<file path="src/ext_regs_params.svh">
// register offsets, field positions, reset values and timing for the extended register bank
`ifndef EXT_REGS_PARAMS_SVH
`define EXT_REGS_PARAMS_SVH

`define OFS_PWR_CTRL 5'h14
`define OFS_ADDR_POE 5'h17
`define OFS_FAULTS 5'h1c

`define PC_NO_CEXT 15
`define PC_SLEEP_HI 14
`define PC_SLEEP_LO 13
`define PC_WAKE_HI 12
`define PC_WAKE_LO 11
`define PC_ADDR_REV 9
`define PC_CLKSEL 8
`define PC_MEDIA_HI 7
`define PC_MEDIA_LO 6
`define PC_NOPRE 5
`define PC_DSH_EN 4
`define PC_DSH_CNT_HI 3
`define PC_DSH_CNT_LO 2
`define PC_DSH_STAT 1

`define AP_ADDR_HI 15
`define AP_ADDR_LO 11
`define AP_DET_EN 10
`define AP_DET_HI 9
`define AP_DET_LO 8
`define AP_CRC_HI 7
`define AP_CRC_LO 0

`define FL_MAC_LO 8
`define FL_MED_LO 0

`define RST_SLEEP 2'h1
`define RST_WAKE 2'h3
`define RST_DSH_CNT 2'h1
`define RST_CLKSEL 1'h0
`define CRC_MAX 8'hff

`define CLK_HZ 10000000
`define SLEEP_UNIT_S 1
`define WAKE_160_MS 160
`define WAKE_400_MS 400
`define WAKE_800_MS 800
`define WAKE_2000_MS 2000
`define SLEEP_UNIT_CYC (`SLEEP_UNIT_S * `CLK_HZ)
`define MS_CYC(ms) ((ms) * (`CLK_HZ / 1000))

`endif

</file>
<file path="src/ext_regs_pkg.sv">
// types shared by the extended register bank
package ext_regs_pkg;

	typedef enum logic [1:0] {
		media_none = 2'h0,
		media_copper = 2'h1,
		media_serdes = 2'h2
	} media_t;

	typedef enum logic [1:0] {
		poe_searching = 2'h0,
		poe_needs_power = 2'h1,
		poe_no_power = 2'h2
	} poe_det_t;

	// register bus request
	typedef struct packed {
		logic [4:0] addr;
		logic [15:0] wdata;
		logic wr;
		logic rd;
	} reg_req_t;

	// events from one serdes receiver, in flag bit order 3..0
	typedef struct packed {
		logic sync_loss;
		logic cg_bad;
		logic realign;
		logic pll_unlock;
	} serdes_evt_t;

	// settings driven to the phy datapaths
	typedef struct packed {
		logic no_carrier_ext;
		logic addr_reverse;
		logic clk_156;
		logic nopre_10;
		logic dshift_en;
		logic [1:0] dshift_tries;
		logic poe_det_en;
	} phy_cfg_t;

endpackage : ext_regs_pkg

</file>
<file path="src/ext_regs.sv">
// extended power-save, address/inline-power and serdes fault register bank
`timescale 1ns/1ps
`include "ext_regs_params.svh"

// Functional notes
// - bits 14:13 pick sleep timeout 1 to 4 seconds, reset 01
// - bits 12:11 pick wake interval 160/400/800 ms or 2 s, reset 11
// - bit 15 disables carrier extension and moves sgmii mac to v1.8 level
// - bit 9 reverses phy address assignment, reset value from strap pins
// - bit 8 picks clock output 156.25 MHz or 125 MHz, cleared by reset
// - clock output select acts only in the first port instance
// - bits 7:6 read the active medium: none, copper, serdes
// - bit 5 lets 10BASE-T assert receive valid without preamble
// - bit 4 enables gigabit auto downshift, reset value from strap pins
// - bits 3:2 set failed attempts before downshift: two to five
// - bit 1 reads one when downshift required or done, reset zero
// - second register bits 15:11 return strap-captured management address
// - bit 10 enables inline power detection; status valid only when enabled
// - detection status: searching, needs power, no power needed
// - bits 7:0 count generator crc errors, saturate, clear on read
// - fault bit 11 latches mac side loss of sync, clears on read
// - fault bit 3 latches media side loss of sync, clears on read
// - fault bits 10 and 2 latch cgbad per side, clear on read
// - fault bits 9 and 1 latch comma realignment, clear on read
// - fault bits 8 and 0 latch receive pll lock loss, clear on read
module ext_regs #(
	parameter bit FIRST_PORT = 1'b1,
	parameter int SLEEP_UNIT_CYCLES = `SLEEP_UNIT_CYC,
	parameter int WAKE_160_CYCLES = `MS_CYC(`WAKE_160_MS),
	parameter int WAKE_400_CYCLES = `MS_CYC(`WAKE_400_MS),
	parameter int WAKE_800_CYCLES = `MS_CYC(`WAKE_800_MS),
	parameter int WAKE_2000_CYCLES = `MS_CYC(`WAKE_2000_MS)
) (
	input wire logic sys_clk,
	input wire logic srst,
	input wire ext_regs_pkg::reg_req_t req,
	output logic [15:0] rdata,
	input wire logic [4:0] strap_phy_addr,
	input wire logic strap_addr_rev,
	input wire logic strap_dshift_en,
	input wire ext_regs_pkg::media_t media_mode,
	input wire logic dshift_event,
	input wire ext_regs_pkg::poe_det_t poe_status,
	input wire logic crc_err,
	input wire ext_regs_pkg::serdes_evt_t mac_evt,
	input wire ext_regs_pkg::serdes_evt_t media_evt,
	output ext_regs_pkg::phy_cfg_t cfg,
	output logic [31:0] sleep_cycles,
	output logic [31:0] wake_cycles
);
	import ext_regs_pkg::*;

	logic [1:0] sleep_sel_r;
	logic [1:0] wake_sel_r;
	logic no_cext_r;
	logic addr_rev_r;
	logic clk_sel_r;
	logic nopre_r;
	logic dshift_en_r;
	logic [1:0] dshift_cnt_r;
	logic dshift_stat_r;
	logic poe_en_r;
	logic [4:0] phy_addr_r;
	logic [7:0] crc_cnt_r;
	logic [3:0] mac_flags_r;
	logic [3:0] med_flags_r;
	logic [4:0] strap_addr_s1_r;
	logic [4:0] strap_addr_s2_r;
	logic [1:0] strap_bits_s1_r;
	logic [1:0] strap_bits_s2_r;
	logic [1:0] media_s1_r;
	logic [1:0] media_s2_r;
	logic [1:0] poe_s1_r;
	logic [1:0] poe_s2_r;
	logic strap_pending_r;
	logic wr_pc;
	logic wr_ap;
	logic rd_ap;
	logic rd_fl;
	logic [15:0] pc_word;
	logic [15:0] ap_word;
	logic [15:0] fl_word;

	// address match shared by the write and read decode
	function automatic logic hit(input logic [4:0] a, input logic [4:0] ofs);
		hit = (a == ofs);
	endfunction : hit

	// request decode; a control write on the strap-load edge is dropped, straps win
	assign wr_pc = req.wr && !strap_pending_r && hit(req.addr, `OFS_PWR_CTRL);
	assign wr_ap = req.wr && hit(req.addr, `OFS_ADDR_POE);
	assign rd_ap = req.rd && hit(req.addr, `OFS_ADDR_POE);
	assign rd_fl = req.rd && hit(req.addr, `OFS_FAULTS);

	// straps and status levels come from other domains: two flops before use
	always_ff @(posedge sys_clk)
	begin
		strap_addr_s1_r <= strap_phy_addr;
		strap_addr_s2_r <= strap_addr_s1_r;
		strap_bits_s1_r <= {strap_addr_rev, strap_dshift_en};
		strap_bits_s2_r <= strap_bits_s1_r;
		media_s1_r <= media_mode;
		media_s2_r <= media_s1_r;
		poe_s1_r <= poe_status;
		poe_s2_r <= poe_s1_r;
	end

	// strap load flag: set in reset, so capture happens on the first edge after reset is released
	always_ff @(posedge sys_clk)
	begin
		if (srst)
			strap_pending_r <= 1'b1;
		else
			strap_pending_r <= 1'b0;
	end

	// management address latched from straps once per reset
	always_ff @(posedge sys_clk)
	begin
		if (srst)
			phy_addr_r <= 5'h00;
		else if (strap_pending_r)
			phy_addr_r <= strap_addr_s2_r;
	end

	// carrier extension switch
	always_ff @(posedge sys_clk)
	begin
		if (srst)
			no_cext_r <= 1'b0;
		else if (wr_pc)
			no_cext_r <= req.wdata[`PC_NO_CEXT];
	end

	// sleep timer select
	always_ff @(posedge sys_clk)
	begin
		if (srst)
			sleep_sel_r <= `RST_SLEEP;
		else if (wr_pc)
			sleep_sel_r <= req.wdata[`PC_SLEEP_HI:`PC_SLEEP_LO];
	end

	// wake timer select
	always_ff @(posedge sys_clk)
	begin
		if (srst)
			wake_sel_r <= `RST_WAKE;
		else if (wr_pc)
			wake_sel_r <= req.wdata[`PC_WAKE_HI:`PC_WAKE_LO];
	end

	// clock output select; kept in both ports, only the first one uses it
	always_ff @(posedge sys_clk)
	begin
		if (srst)
			clk_sel_r <= `RST_CLKSEL;
		else if (wr_pc)
			clk_sel_r <= req.wdata[`PC_CLKSEL];
	end

	// 10BASE-T receive without preamble
	always_ff @(posedge sys_clk)
	begin
		if (srst)
			nopre_r <= 1'b0;
		else if (wr_pc)
			nopre_r <= req.wdata[`PC_NOPRE];
	end

	// failed gigabit attempts before a downshift
	always_ff @(posedge sys_clk)
	begin
		if (srst)
			dshift_cnt_r <= `RST_DSH_CNT;
		else if (wr_pc)
			dshift_cnt_r <= req.wdata[`PC_DSH_CNT_HI:`PC_DSH_CNT_LO];
	end

	// address reversal: strap value on the load edge, software after that
	always_ff @(posedge sys_clk)
	begin
		if (srst)
			addr_rev_r <= 1'b0;
		else if (strap_pending_r)
			addr_rev_r <= strap_bits_s2_r[1];
		else if (wr_pc)
			addr_rev_r <= req.wdata[`PC_ADDR_REV];
	end

	// downshift enable: strap value on the load edge, software after that
	always_ff @(posedge sys_clk)
	begin
		if (srst)
			dshift_en_r <= 1'b0;
		else if (strap_pending_r)
			dshift_en_r <= strap_bits_s2_r[0];
		else if (wr_pc)
			dshift_en_r <= req.wdata[`PC_DSH_EN];
	end

	// downshift status holds once the copper side reports it while downshift is enabled
	always_ff @(posedge sys_clk)
	begin
		if (srst)
			dshift_stat_r <= 1'b0;
		else if (dshift_event && dshift_en_r)
			dshift_stat_r <= 1'b1;
	end

	// inline power detection enable
	always_ff @(posedge sys_clk)
	begin
		if (srst)
			poe_en_r <= 1'b0;
		else if (wr_ap)
			poe_en_r <= req.wdata[`AP_DET_EN];
	end

	// crc error counter: saturates; an error in the clearing read starts at one
	always_ff @(posedge sys_clk)
	begin
		if (srst)
			crc_cnt_r <= 8'h00;
		else if (rd_ap)
			crc_cnt_r <= {7'h00, crc_err};
		else if (crc_err && crc_cnt_r != `CRC_MAX)
			crc_cnt_r <= crc_cnt_r + 8'h01;
	end

	// sticky fault flags, one flop per bit; set wins so no event is lost to a read
	for (genvar g = 0; g < 4; g++)
	begin : g_flag
		always_ff @(posedge sys_clk)
		begin
			if (srst)
			begin
				mac_flags_r[g] <= 1'b0;
				med_flags_r[g] <= 1'b0;
			end
			else
			begin
				mac_flags_r[g] <= (mac_flags_r[g] && !rd_fl) || mac_evt[g];
				med_flags_r[g] <= (med_flags_r[g] && !rd_fl) || media_evt[g];
			end
		end
	end

	// assembled read words; reserved bits read zero
	always_comb
	begin
		pc_word = 16'h0000;
		pc_word[`PC_NO_CEXT] = no_cext_r;
		pc_word[`PC_SLEEP_HI:`PC_SLEEP_LO] = sleep_sel_r;
		pc_word[`PC_WAKE_HI:`PC_WAKE_LO] = wake_sel_r;
		pc_word[`PC_ADDR_REV] = addr_rev_r;
		pc_word[`PC_CLKSEL] = clk_sel_r;
		pc_word[`PC_MEDIA_HI:`PC_MEDIA_LO] = media_s2_r;
		pc_word[`PC_NOPRE] = nopre_r;
		pc_word[`PC_DSH_EN] = dshift_en_r;
		pc_word[`PC_DSH_CNT_HI:`PC_DSH_CNT_LO] = dshift_cnt_r;
		pc_word[`PC_DSH_STAT] = dshift_stat_r;
		ap_word = 16'h0000;
		ap_word[`AP_ADDR_HI:`AP_ADDR_LO] = phy_addr_r;
		ap_word[`AP_DET_EN] = poe_en_r;
		// status is forced to searching while detection is off
		ap_word[`AP_DET_HI:`AP_DET_LO] = poe_en_r ? poe_s2_r : poe_searching;
		ap_word[`AP_CRC_HI:`AP_CRC_LO] = crc_cnt_r;
		fl_word = 16'h0000;
		fl_word[`FL_MAC_LO+3:`FL_MAC_LO] = mac_flags_r;
		fl_word[`FL_MED_LO+3:`FL_MED_LO] = med_flags_r;
	end

	// read data valid the cycle after the strobe only; unmapped reads give zero
	always_ff @(posedge sys_clk)
	begin
		if (srst)
			rdata <= 16'h0000;
		else if (req.rd)
		begin
			if (hit(req.addr, `OFS_PWR_CTRL))
				rdata <= pc_word;
			else if (hit(req.addr, `OFS_ADDR_POE))
				rdata <= ap_word;
			else if (hit(req.addr, `OFS_FAULTS))
				rdata <= fl_word;
			else
				rdata <= 16'h0000;
		end
		else
			rdata <= 16'h0000;
	end

	// settings to the datapaths, registered so outputs come from flops
	always_ff @(posedge sys_clk)
	begin
		if (srst)
			cfg.no_carrier_ext <= 1'b0;
		else
			cfg.no_carrier_ext <= no_cext_r;
	end

	// address reversal setting
	always_ff @(posedge sys_clk)
	begin
		if (srst)
			cfg.addr_reverse <= 1'b0;
		else
			cfg.addr_reverse <= addr_rev_r;
	end

	// clock output select; a second port never drives the pin, so it stays low
	always_ff @(posedge sys_clk)
	begin
		if (srst)
			cfg.clk_156 <= 1'b0;
		else
			cfg.clk_156 <= FIRST_PORT ? clk_sel_r : 1'b0;
	end

	// no-preamble receive setting
	always_ff @(posedge sys_clk)
	begin
		if (srst)
			cfg.nopre_10 <= 1'b0;
		else
			cfg.nopre_10 <= nopre_r;
	end

	// downshift enable setting
	always_ff @(posedge sys_clk)
	begin
		if (srst)
			cfg.dshift_en <= 1'b0;
		else
			cfg.dshift_en <= dshift_en_r;
	end

	// downshift attempt count setting
	always_ff @(posedge sys_clk)
	begin
		if (srst)
			cfg.dshift_tries <= 2'h0;
		else
			cfg.dshift_tries <= dshift_cnt_r;
	end

	// inline power detection setting
	always_ff @(posedge sys_clk)
	begin
		if (srst)
			cfg.poe_det_en <= 1'b0;
		else
			cfg.poe_det_en <= poe_en_r;
	end

	// sleep timer length in sys_clk cycles; zero only while in reset
	always_ff @(posedge sys_clk)
	begin
		if (srst)
			sleep_cycles <= 32'h0;
		else
			sleep_cycles <= 32'(SLEEP_UNIT_CYCLES) * (32'(sleep_sel_r) + 32'h1);
	end

	// wake interval length in sys_clk cycles
	always_ff @(posedge sys_clk)
	begin
		if (srst)
			wake_cycles <= 32'h0;
		else
			unique case (wake_sel_r)
				2'h0: wake_cycles <= 32'(WAKE_160_CYCLES);
				2'h1: wake_cycles <= 32'(WAKE_400_CYCLES);
				2'h2: wake_cycles <= 32'(WAKE_800_CYCLES);
				2'h3: wake_cycles <= 32'(WAKE_2000_CYCLES);
			endcase
	end

endmodule : ext_regs

</file>
<file path="config.mk">
export PLATFORM = sky130hd
export DESIGN_NAME = ext_regs
export DESIGN_NICKNAME = d
export VERILOG_FILES = /design/src/ext_regs_pkg.sv /design/src/ext_regs.sv
export VERILOG_INCLUDE_DIRS = /design/src /design/src/src
export SDC_FILE = /design/constraint.sdc
export NUM_CORES = 1
export LEC_CHECK = 0
export BUFFER_PORTS_ARGS = -buffer_cell sky130_fd_sc_hd__buf_2
export CAP_MARGIN = 20
export CORE_MARGIN = 4
export CORE_UTILIZATION = 45
export CTS_CLUSTER_DIAMETER = 150
export DETAILED_ROUTE_END_ITERATION = 8
export GPL_ROUTABILITY_DRIVEN = 0
export PLACE_DENSITY = 0.76
export SYNTH_ARGS = -nofsm -noshare
export SYNTH_HDL_FRONTEND = slang
export SYNTH_SLANG_ARGS = --single-unit
</file>
<file path="constraint.sdc">
create_clock -name sys_clk -period 1.85 [get_ports sys_clk]
set_input_delay 0.37 -clock sys_clk [delete_from_list [all_inputs] [get_ports sys_clk]]
set_output_delay 0.37 -clock sys_clk [all_outputs]
set_load 0.03 [all_outputs]
</file>
Yosys cells after proc, flatten, opt, wreduce, memory -nomap -nowiden
Cells that the tools add are included. Widths: inputs -> output; s select.

Output and inout port bits: 88. Word-level logic and storage cells: 96. Register bits: 145.

Equal/unequal tests: 7. $mul: 1. Bitwise logic cells: 1. Reductions and logical operators: 31. $add $sub $neg: 2. Multiplexer cells: 12.

Operator list (number): $pmux 32 s4 (1); $mux 16 (2); $mul 17x3->20 const A (1); $eq 5x5->1 const B (3); $logic_and 1x1->1 (15); $mux 12 (1); $add 8x1->8 const B (1); $logic_or 1x1->1 (8); $ne 8x8->1 const B (1); $mux 1 (7); $eq 2x2->1 const B (2); $reduce_bool 2->1 (2); $reduce_or 2->1 (2); $add 2x1->3 const B (1); $reduce_or 3->1 (1); $eq 2x1->1 const B (1); $logic_not 1->1 (2); $logic_not 2->1 (1); $mux 2 (1); $not 1->1 (1).

Depth between registers and ports, before layout
Gate-level depths: netlist of run 1.

Word-level depth: 5. Mapped depth: 7. Depth with buffers taken out: 6.

Worst setup path before layout of run 1
No wires, ideal clock.

Path type: reg-to-reg. Start point: register sleep_sel_r[0]. End point: register sleep_cycles[15]. Data required time: 1.718 ns. Arrival time: 1.791 ns. Path slack: -0.073 ns. Stages on the path, launching flop included: 8. Library setup time: 0.132 ns. Cells stage by stage: dfxtp_1 -> clkbuf_1 -> inv_1 -> ha_1 -> xnor2_1 -> ha_1 -> o2111ai_1 -> a21oi_1.

Cells in the longest elaborated chain, start to end: 2.

RTL lines: start, declared (RTL line ext_regs.sv:53) `logic [1:0] sleep_sel_r;`; start signal, assigned (RTL line ext_regs.sv:139) `` sleep_sel_r <= `RST_SLEEP; ``; start signal, assigned (RTL line ext_regs.sv:141) `` sleep_sel_r <= req.wdata[`PC_SLEEP_HI:`PC_SLEEP_LO]; ``; $add 2x1->3 (RTL line ext_regs.sv:363) `sleep_cycles <= 32'(SLEEP_UNIT_CYCLES) * (32'(sleep_sel_r) + 32'h1);`; $mul 17x3->20 (RTL line ext_regs.sv:363); end signal, assigned (RTL line ext_regs.sv:363); end, declared (RTL line ext_regs.sv:48) `output logic [31:0] sleep_cycles,`.

No other way between the ends. A chain may end at the register's enable or synchronous reset.

Final worst setup path of run 1
Start point: register crc_cnt_r[0]. End point: register crc_cnt_r[0].

Cells in the longest elaborated chain, start to end: 3. Elaborated cells between the ends (all ways): 6.

RTL lines: start, declared (RTL line ext_regs.sv:64) `logic [7:0] crc_cnt_r;`; start signal, assigned (RTL line ext_regs.sv:226) `crc_cnt_r <= {7'h00, crc_err};`; start signal, assigned (RTL line ext_regs.sv:228) `crc_cnt_r <= crc_cnt_r + 8'h01;`; $add 8x1->8 or $ne 8x8->1 (tied branches); $mux 1 or $logic_and 1x1->1 (tied branches); $mux 1 or $reduce_bool 2->1 (tied branches).

Parallel ways exist; a longest one is shown, timed or not. The select of a mux whose other input is x is not followed.

==> summary.txt, run 1 <==
Floorplan
  – Core footprint: 8341 sq um
  – Initial core utilization: 0.4685
  – Die area: 10240 sq um
  – Die W: 101.2 um
  – I/O Pins: 134
  – Row count: 33
  – Die H: 101.2 um

STA
  – Final Hold Vio Count: 0
  – RSZ-0062 raised after global routing: no
  – Period utilization: 0.8739
  – TNS Setup: 0 ps
  – Slew Viols, Final: 0
  – Hold Slack: 104.8 ps
  – Final setup violation count: 0
  – F_max: 618.5 MHz
  – Fin crit period: 1617 ps
  – Worst Clk Skew: 7.709 ps

GRT
  – GRT Overall Usage: 0.1528
  – GR Overflow Total: 0
  – Vias in the first global route: 2524
  – Initial antenna violation count: 1
  – First-pass GRT wire length: 12140 um
  – Largest net degree at the start of global routing: 59

Critical path
  – Crit-path leading delay family: compound AO/OA/AOI/OAI gates
  – Worst-path cell chain: ha_1, nand3_1, o21ai_0, xor2_1, a211oi_1
  – Crit path DAT: 1890 ps
  – Slowest cell on the critical path: dfxtp_1
  – CP Data Required Time: 2120 ps
  – Max incr delay on CP: 400 ps
  – Critical path class: flop to flop
  – CP Buf/Inv Count: 0
  – Crit. path cell count: 5
  – Worst-path fanout max: 4
  – CP startpoint kind: flop
  – Worst r2r path cells: 5
  – Setup crit end kind: flop

Clock network
  – CTS tree: built
  – H-tree levels: 3
  – Clk slew on worst S/H paths: 90 ps
  – PostCTS Resize Cnt: 0
  – Hold Buf Count CTS: 0
  – Number of post-CTS setup repair buffers: 0
  – Num CTS Buffers: 9
  – CTS max path bufs: 2
  – Clock Sink Count: 108
  – Clk Latency, worst-skew pair: 360 ps
  – CTS Root Cell: clkbuf_8

Power and ir drop
  – Worst VDD drop: 0.4714 mV
  – Total power: 4022 uW
  – P_leak: 0.002134 uW
  – PwrDens: 877.1 nW/um^2

Flow run
  – Max-cap violations: 0

Routing
  – DR iter-0 viols: 111
  – Routed len/inst: 13.43 um
  – DR pass1 iterations: 5
  – Post-route DRC: 0
  – Final wirelength: 7855 um
  – Post-DRT Antenna Nets: 0
  – Via Count: 2790
  – Vias per cell: 4.769

Logic synthesis
  – Ys flop type: dfxtp_1
  – Avg Cell Area, Syn: 10.42 sq um
  – Post-Syn Area: 3907 sq um
  – EDFF count, synth: 0
  – Asr flop ratio synth: 0
  – Yosys reg bits: 108
  – Yosys cell types: 42
  – Syn Inst Count: 375
  – Yosys warning total: 0
  – Post-synthesis sequential area ratio: 0.5533

Placed design
  – Placed Cells: 571
  – HPWL after DPL: 5945 um
  – IO Port Bufs: 100
  – Placement Cell Area: 4420 sq um

Run status
  – Outcome: finished, final reports clean

Final layout
  – Layout area overhead: 17.36%
  – Share of cells above drive strength 1: 0.2771
  – Commonest non-fill, non-tap cell in the layout: dfxtp_1
  – Non-filler instance count after layout: 585
  – Most frequent cells in the layout: dfxtp_1 (108), buf_2 (100), nor2_1 (57)
  – Antenna diodes: 0
  – Fin area: 4586 sq um
  – Layout net count: 540

Worst hold path
  – HP Class: input pin to flop
  – Hold path depth: 1
==> worst register-to-register path: stages (launching register included) <==
cell and delay (ps):
dfxtp_1 400, ha_1 240, nand3_1 140, o21ai_0 360, xor2_1 120, a211oi_1 260
==> cell type report <==
type                    instances  area, sq um
clock buffers                  10        137.6
clock inverters                 4        27.53
fillers                       729         3755
inverters                      10        37.54
multi-input cells             236         1486
flip-flops and latches        108         2162
well taps                     105        131.4
repair buffers                112        603.1
==> power breakdown <==
group          total (uW)  internal [uW]  switching [uW]
Combinational         351            106             245
Clock                1240            509             727
Sequential           2440           2400            35.5
Total                4020           3010            1010
==> kinds of logic after synthesis <==
family,count (synthesis),synth area share
DFF,108,0.5533
and+or+nand+nor,118,0.1569
AOI/OAI and AO/OA,50,0.08774
other,1,0.0009597
xor gates and xnor gates,9,0.02017
adders and majority gates,17,0.05443
buffers and inverters,59,0.09318
muxes,13,0.03330
==> synthesized netlist by cell type, drive strengths merged (3+ instances only) <==
| cell | count | area [sq um] |
|---|---|---|
| dfxtp | 108 | 2162 |
| nor2 | 58 | 220.2 |
| buf | 41 | 296.5 |
| nor2b | 19 | 118.9 |
| ha | 17 | 212.7 |
| a21oi | 14 | 70.07 |
| mux2i | 13 | 130.1 |
| nand2 | 11 | 41.29 |
| nor3 | 11 | 55.05 |
| a22oi | 10 | 75.07 |
| inv | 10 | 37.54 |
| clkbuf | 8 | 30.03 |
| xor2 | 6 | 52.55 |
| a221oi | 5 | 43.79 |
| o21ai | 5 | 25.02 |
| o211ai | 4 | 30.03 |
| a211oi | 3 | 22.52 |
| and2 | 3 | 18.77 |
| nand3 | 3 | 15.01 |
| xnor2 | 3 | 26.28 |
==> registers in the layout (all words and copies together), names as in the netlist, 5 cells and up <==
register and flops:
cfg 8, fl_word 8, sleep_cycles 16, strap_addr_s2_r 5, phy_addr_r 5, strap_addr_s1_r 5, wake_cycles 11, rdata 16
crc_cnt_r 8
==> per-stage QoR <==
| stage | setup slack [ps] | utilization |
|---|---|---|
| CTS | 243.7 | 0.5498 |
| floorplan | 68.17 | - |
| global placement | 224.6 | 0.5300 |
| finish | 233.2 | 0.5498 |
| detailed placement | 183.2 | 0.5300 |
| global route | 90.95 | 0.5498 |
==> worst paths after layout <==
path	start	end	slack [ps]
setup / recovery	crc_cnt_r[0]$_SDFFE_PP0P_	crc_cnt_r[0]$_SDFFE_PP0P_	230
hold / removal	strap_phy_addr[1]	strap_addr_s1_r[1]$_DFF_P_	100
setup reg to reg	crc_cnt_r[0]$_SDFFE_PP0P_	crc_cnt_r[0]$_SDFFE_PP0P_	230
hold reg to reg	strap_addr_s1_r[4]$_DFF_P_	strap_addr_s2_r[4]$_DFF_P_	330
==> routing by layer <==
layer  global-route usage  vias up  part of all wire
li1                     -     1392                 -
met1               0.1936     1262              0.45
met2               0.2334      118              0.43
met3              0.05785       16             0.097
met4              0.06544        2             0.021
met5                    0        -            0.0011
Power figures use the tool's default switching activity.
==> run 2: changes to the inputs <==
- ABC_AREA: unset -> 1
- PLACE_DENSITY: 0.76 -> 0.75
==> summary.txt, run 2 <==
Power and ir drop
  – Clk pwr share: 0.370 (was 0.307)
  – PwrDens: 937.4 nW/um^2 (was 877.1 nW/um^2)
  – Psw: 1029 uW (was 1007 uW)
  – Total power: 4452 uW (was 4022 uW)
  – Worst VDD drop: 0.5152 mV (was 0.4714 mV)
  – Reg power frac: 0.547 (was 0.606)
  – Internal power: 3423 uW (was 3015 uW)
  – Logic pwr share: 0.083 (was 0.087)
  – P_leak: 0.002316 uW (was 0.002134 uW)
  – Sw Share: 0.2312 (was 0.2504)

Routing
  – Vias per cell: 4.627 (was 4.769)
  – Final wirelength: 8488 um (was 7855 um)
  – Routed len/inst: 12.50 um (was 13.43 um)
  – Post-DRT Antenna Nets: 0 (unchanged)
  – Post-route DRC: 0 (unchanged)
  – Via Count: 3142 (was 2790)
  – DR pass1 iterations: 5 (unchanged)
  – DR iter-0 viols: 140 (was 111)

Worst hold path
  – HP Class: input pin to flop (unchanged)
  – Worst hold start: strap_phy_addr[2] (was strap_phy_addr[1])
  – Hold path depth: 1 (unchanged)
  – WHS Endpoint: strap_addr_s1_r[2]$_DFF_P_ (was strap_addr_s1_r[1]$_DFF_P_)

STA
  – Fin crit period: 1648 ps (was 1617 ps)
  – RSZ-0062 raised after global routing: no (unchanged)
  – TNS Setup: 0 ps (unchanged)
  – Final setup violation count: 0 (unchanged)
  – Worst Clk Skew: 9.419 ps (was 7.709 ps)
  – Slew Viols, Final: 0 (unchanged)
  – Final Hold Vio Count: 0 (unchanged)
  – Worst slew pin tran: 554.9 ps
  – Period utilization: 0.8907 (was 0.8739)
  – Slew HR: 0.6292
  – F_max: 606.8 MHz (was 618.5 MHz)
  – Hold Slack: 110.5 ps (was 104.8 ps)

Logic synthesis
  – Yosys cell types: 29 (was 42)
  – Yosys reg bits: 108 (unchanged)
  – Top post-synthesis cells by area: dfxtp_1 (53%), buf_4 (7.3%), nand2_1 (6.4%) (was dfxtp_1 (55%), buf_4 (7.1%), nor2_1 (5.5%))
  – Ys flop type: dfxtp_1 (unchanged)
  – Top-area cell type share of the netlist area: 0.5291 (was 0.5533)
  – Most common cell in the synthesized netlist: dfxtp_1 (unchanged)
  – Post-synthesis sequential area ratio: 0.5291 (was 0.5533)
  – Simple-gate share of the synthesized area: 0.2055 (was 0.1569)
  – Avg Cell Area, Syn: 8.621 sq um (was 10.42 sq um)
  – Yosys warning total: 0 (unchanged)
  – Main combinational cell family by area after synthesis: simple AND/OR/NAND/NOR gates (unchanged)
  – Post-synthesis mux area share: 0 (was 0.03330)
  – Dominant cell type by area after synthesis: dfxtp_1 (unchanged)
  – Synth Area in Compound Gates: 0.07165 (was 0.08774)
  – Post-Synth Adder-Cell Area: 0.05205 (was 0.05443)
  – Syn Inst Count: 474 (was 375)
  – Most frequent cells after synthesis: dfxtp_1 (108), nand2_1 (70), nor2_1 (64), inv_1 (41), buf_4 (40) (was dfxtp_1 (108), nor2_1 (57), buf_4 (37), nor2b_1 (19), ha_1 (17))
  – Asr flop ratio synth: 0 (unchanged)
  – Post-Syn Area: 4086 sq um (was 3907 sq um)
  – Xor and xnor fraction of the mapped netlist area: 0.008573 (was 0.02017)
  – EDFF count, synth: 0 (unchanged)

Floorplan
  – I/O Pins: 134 (unchanged)
  – Die W: 103.3 um (was 101.2 um)
  – Initial core utilization: 0.4663 (was 0.4685)
  – Die H: 103.3 um (was 101.2 um)
  – Row count: 34 (was 33)
  – Core footprint: 8763 sq um (was 8341 sq um)
  – Die area: 10670 sq um (was 10240 sq um)

Clock network
  – PostCTS Resize Cnt: 0 (unchanged)
  – Clk slew on worst S/H paths: 90 ps (about the same)
  – Clock Sink Count: 108 (unchanged)
  – Number of post-CTS setup repair buffers: 0 (unchanged)
  – H-tree levels: 3 (unchanged)
  – Hold Buf Count CTS: 0 (unchanged)
  – Clk Latency, worst-skew pair: 350 ps (was 360 ps)
  – Num CTS Buffers: 9 (unchanged)
  – CTS Root Cell: clkbuf_8 (unchanged)
  – CTS tree: built (unchanged)
  – CTS max path bufs: 2 (unchanged)

Critical path
  – R2r setup slk: 200 ps (was 230 ps)
  – CP Buf/Inv Count: 2 (was 0)
  – Slowest cell on the critical path: ha_1 (was dfxtp_1)
  – Critical path class: flop to flop (unchanged)
  – CP startpoint kind: flop (unchanged)
  – Worst-path fanout max: 4 (unchanged)
  – Critical R2R Capture: sleep_cycles[15]$_SDFF_PP0_ (was crc_cnt_r[0]$_SDFFE_PP0P_)
  – Crit-path leading delay family: adder cells (was compound AO/OA/AOI/OAI gates)
  – Max incr delay on CP: 350 ps (was 400 ps)
  – R2R Path Start: sleep_sel_r[0]$_SDFFE_PP1P_ (was crc_cnt_r[0]$_SDFFE_PP0P_)
  – CP Data Required Time: 2070 ps (was 2120 ps)
  – Crit path DAT: 1870 ps (was 1890 ps)
  – Crit. path cell count: 8 (was 5)
  – Worst r2r path cells: 8 (was 5)
  – Worst-path cell chain: inv_1, ha_1, inv_1, nand2_1, nand2_1, ha_1, o211ai_1, o22ai_1 (was ha_1, nand3_1, o21ai_0, xor2_1, a211oi_1)
  – Setup crit end kind: flop (unchanged)

Final layout
  – Layout area overhead: 16.23% (was 17.36%)
  – Layout net count: 630 (was 540)
  – Largest registers: rdata x16, sleep_cycles x16, wake_cycles x11 (unchanged)
  – Fill count: 785 (was 729)
  – Antenna diodes: 0 (unchanged)
  – Fin area: 4750 sq um (was 4586 sq um)
  – Commonest non-fill, non-tap cell in the layout: dfxtp_1 (unchanged)
  – Most frequent cells in the layout: dfxtp_1 (108), buf_2 (100), nand2_1 (70) (was dfxtp_1 (108), buf_2 (100), nor2_1 (57))
  – Area of the multi-input gates: 1489 sq um (was 1486 sq um)
  – Non-filler instance count after layout: 679 (was 585)
  – Share of cells above drive strength 1: 0.2452 (was 0.2771)
  – Register area: 2162 sq um (unchanged)

Placed design
  – HPWL after DPL: 6430 um (was 5945 um)
  – IO Port Bufs: 100 (unchanged)
  – Placement Cell Area: 4512 sq um (was 4420 sq um)
  – Placed Cells: 664 (was 571)

Run status
  – Outcome: finished, final reports clean (unchanged)

GRT
  – Vias in the first global route: 2916 (was 2524)
  – Initial antenna violation count: 0 (was 1)
  – GRT Overall Usage: 0.1602 (was 0.1528)
  – Largest net degree at the start of global routing: 29 (was 59)
  – GR Overflow Total: 0 (unchanged)
  – First-pass GRT wire length: 13370 um (was 12140 um)

Flow run
  – Max-cap violations: 0 (unchanged)
## run 2: changes by cell type after synthesis, sizes merged, moves of 5 or more
cell,delta
a21oi,+22
a221oi,-5
a22oi,-10
buf,+8
inv,+34
mux2i,-13
nand2,+65
nand3,+37
nor2,+12
nor2b,-19
nor3,-11
o21ai,+6
xor2,-5
## run 2: logic make-up (layout without fill, tap and decap cells)
kind of cell,Yosys count,in the layout
compound gates,55,55
xor+xnor,4,4
fa+ha+maj,17,17
buf+inv,98,167
flops,108,108
other cells,1,29
simple gates,191,191
## run 2: per-stage QoR
step | utilization | worst slack (ps)
global route | 0.5420 | 83.70
global placement | 0.5148 | 335.9
CTS | 0.5420 | 212.2
detailed placement | 0.5148 | 230.3
floorplan | - | 45.77
finish | 0.5420 | 202.1
## run 2: power groups by stage
| stage | registers [uW] | logic (uW) | clock network [uW] |
|---|---|---|---|
| after global placement | 2490 | 360 | 0 |
| after global routing | 2450 | 399 | 1790 |
| after detailed placement | 2490 | 365 | 0 |
| after floorplan | 2530 | 271 | 0 |
| final | 2440 | 368 | 1650 |
| after CTS | 2440 | 366 | 1690 |
## run 2: layout make-up
cell class / count / share of cell area
Inverter: 44 / 0.03477
Clock inverter: 5 / 0.02107
Tap cell: 108 / 0.02845
Multi-Input combinational cell: 296 / 0.3135
Sequential cell: 108 / 0.4552
Timing Repair Buffer: 108 / 0.1180
Clock buffer: 10 / 0.02898
## run 2: metal layers
metal / GRT usage / wire, um
met5: 0 / 0
met4: 0.07470 / 226
met3: 0.03890 / 589
met2: 0.2659 / 4092
met1: 0.1961 / 3579
## run 2: worst max-delay path by stage
stage	end	start
2_1_floorplan	sleep_cycles[15]$_SDFF_PP0_	sleep_sel_r[0]$_SDFFE_PP1P_
3_3_place_gp	sleep_cycles[15]$_SDFF_PP0_	sleep_sel_r[0]$_SDFFE_PP1P_
3_5_place_dp	sleep_cycles[15]$_SDFF_PP0_	sleep_sel_r[0]$_SDFFE_PP1P_
4_1_cts	sleep_cycles[15]$_SDFF_PP0_	sleep_sel_r[0]$_SDFFE_PP1P_
5_1_grt	sleep_cycles[15]$_SDFF_PP0_	sleep_sel_r[0]$_SDFFE_PP1P_
6_report	sleep_cycles[15]$_SDFF_PP0_	sleep_sel_r[0]$_SDFFE_PP1P_
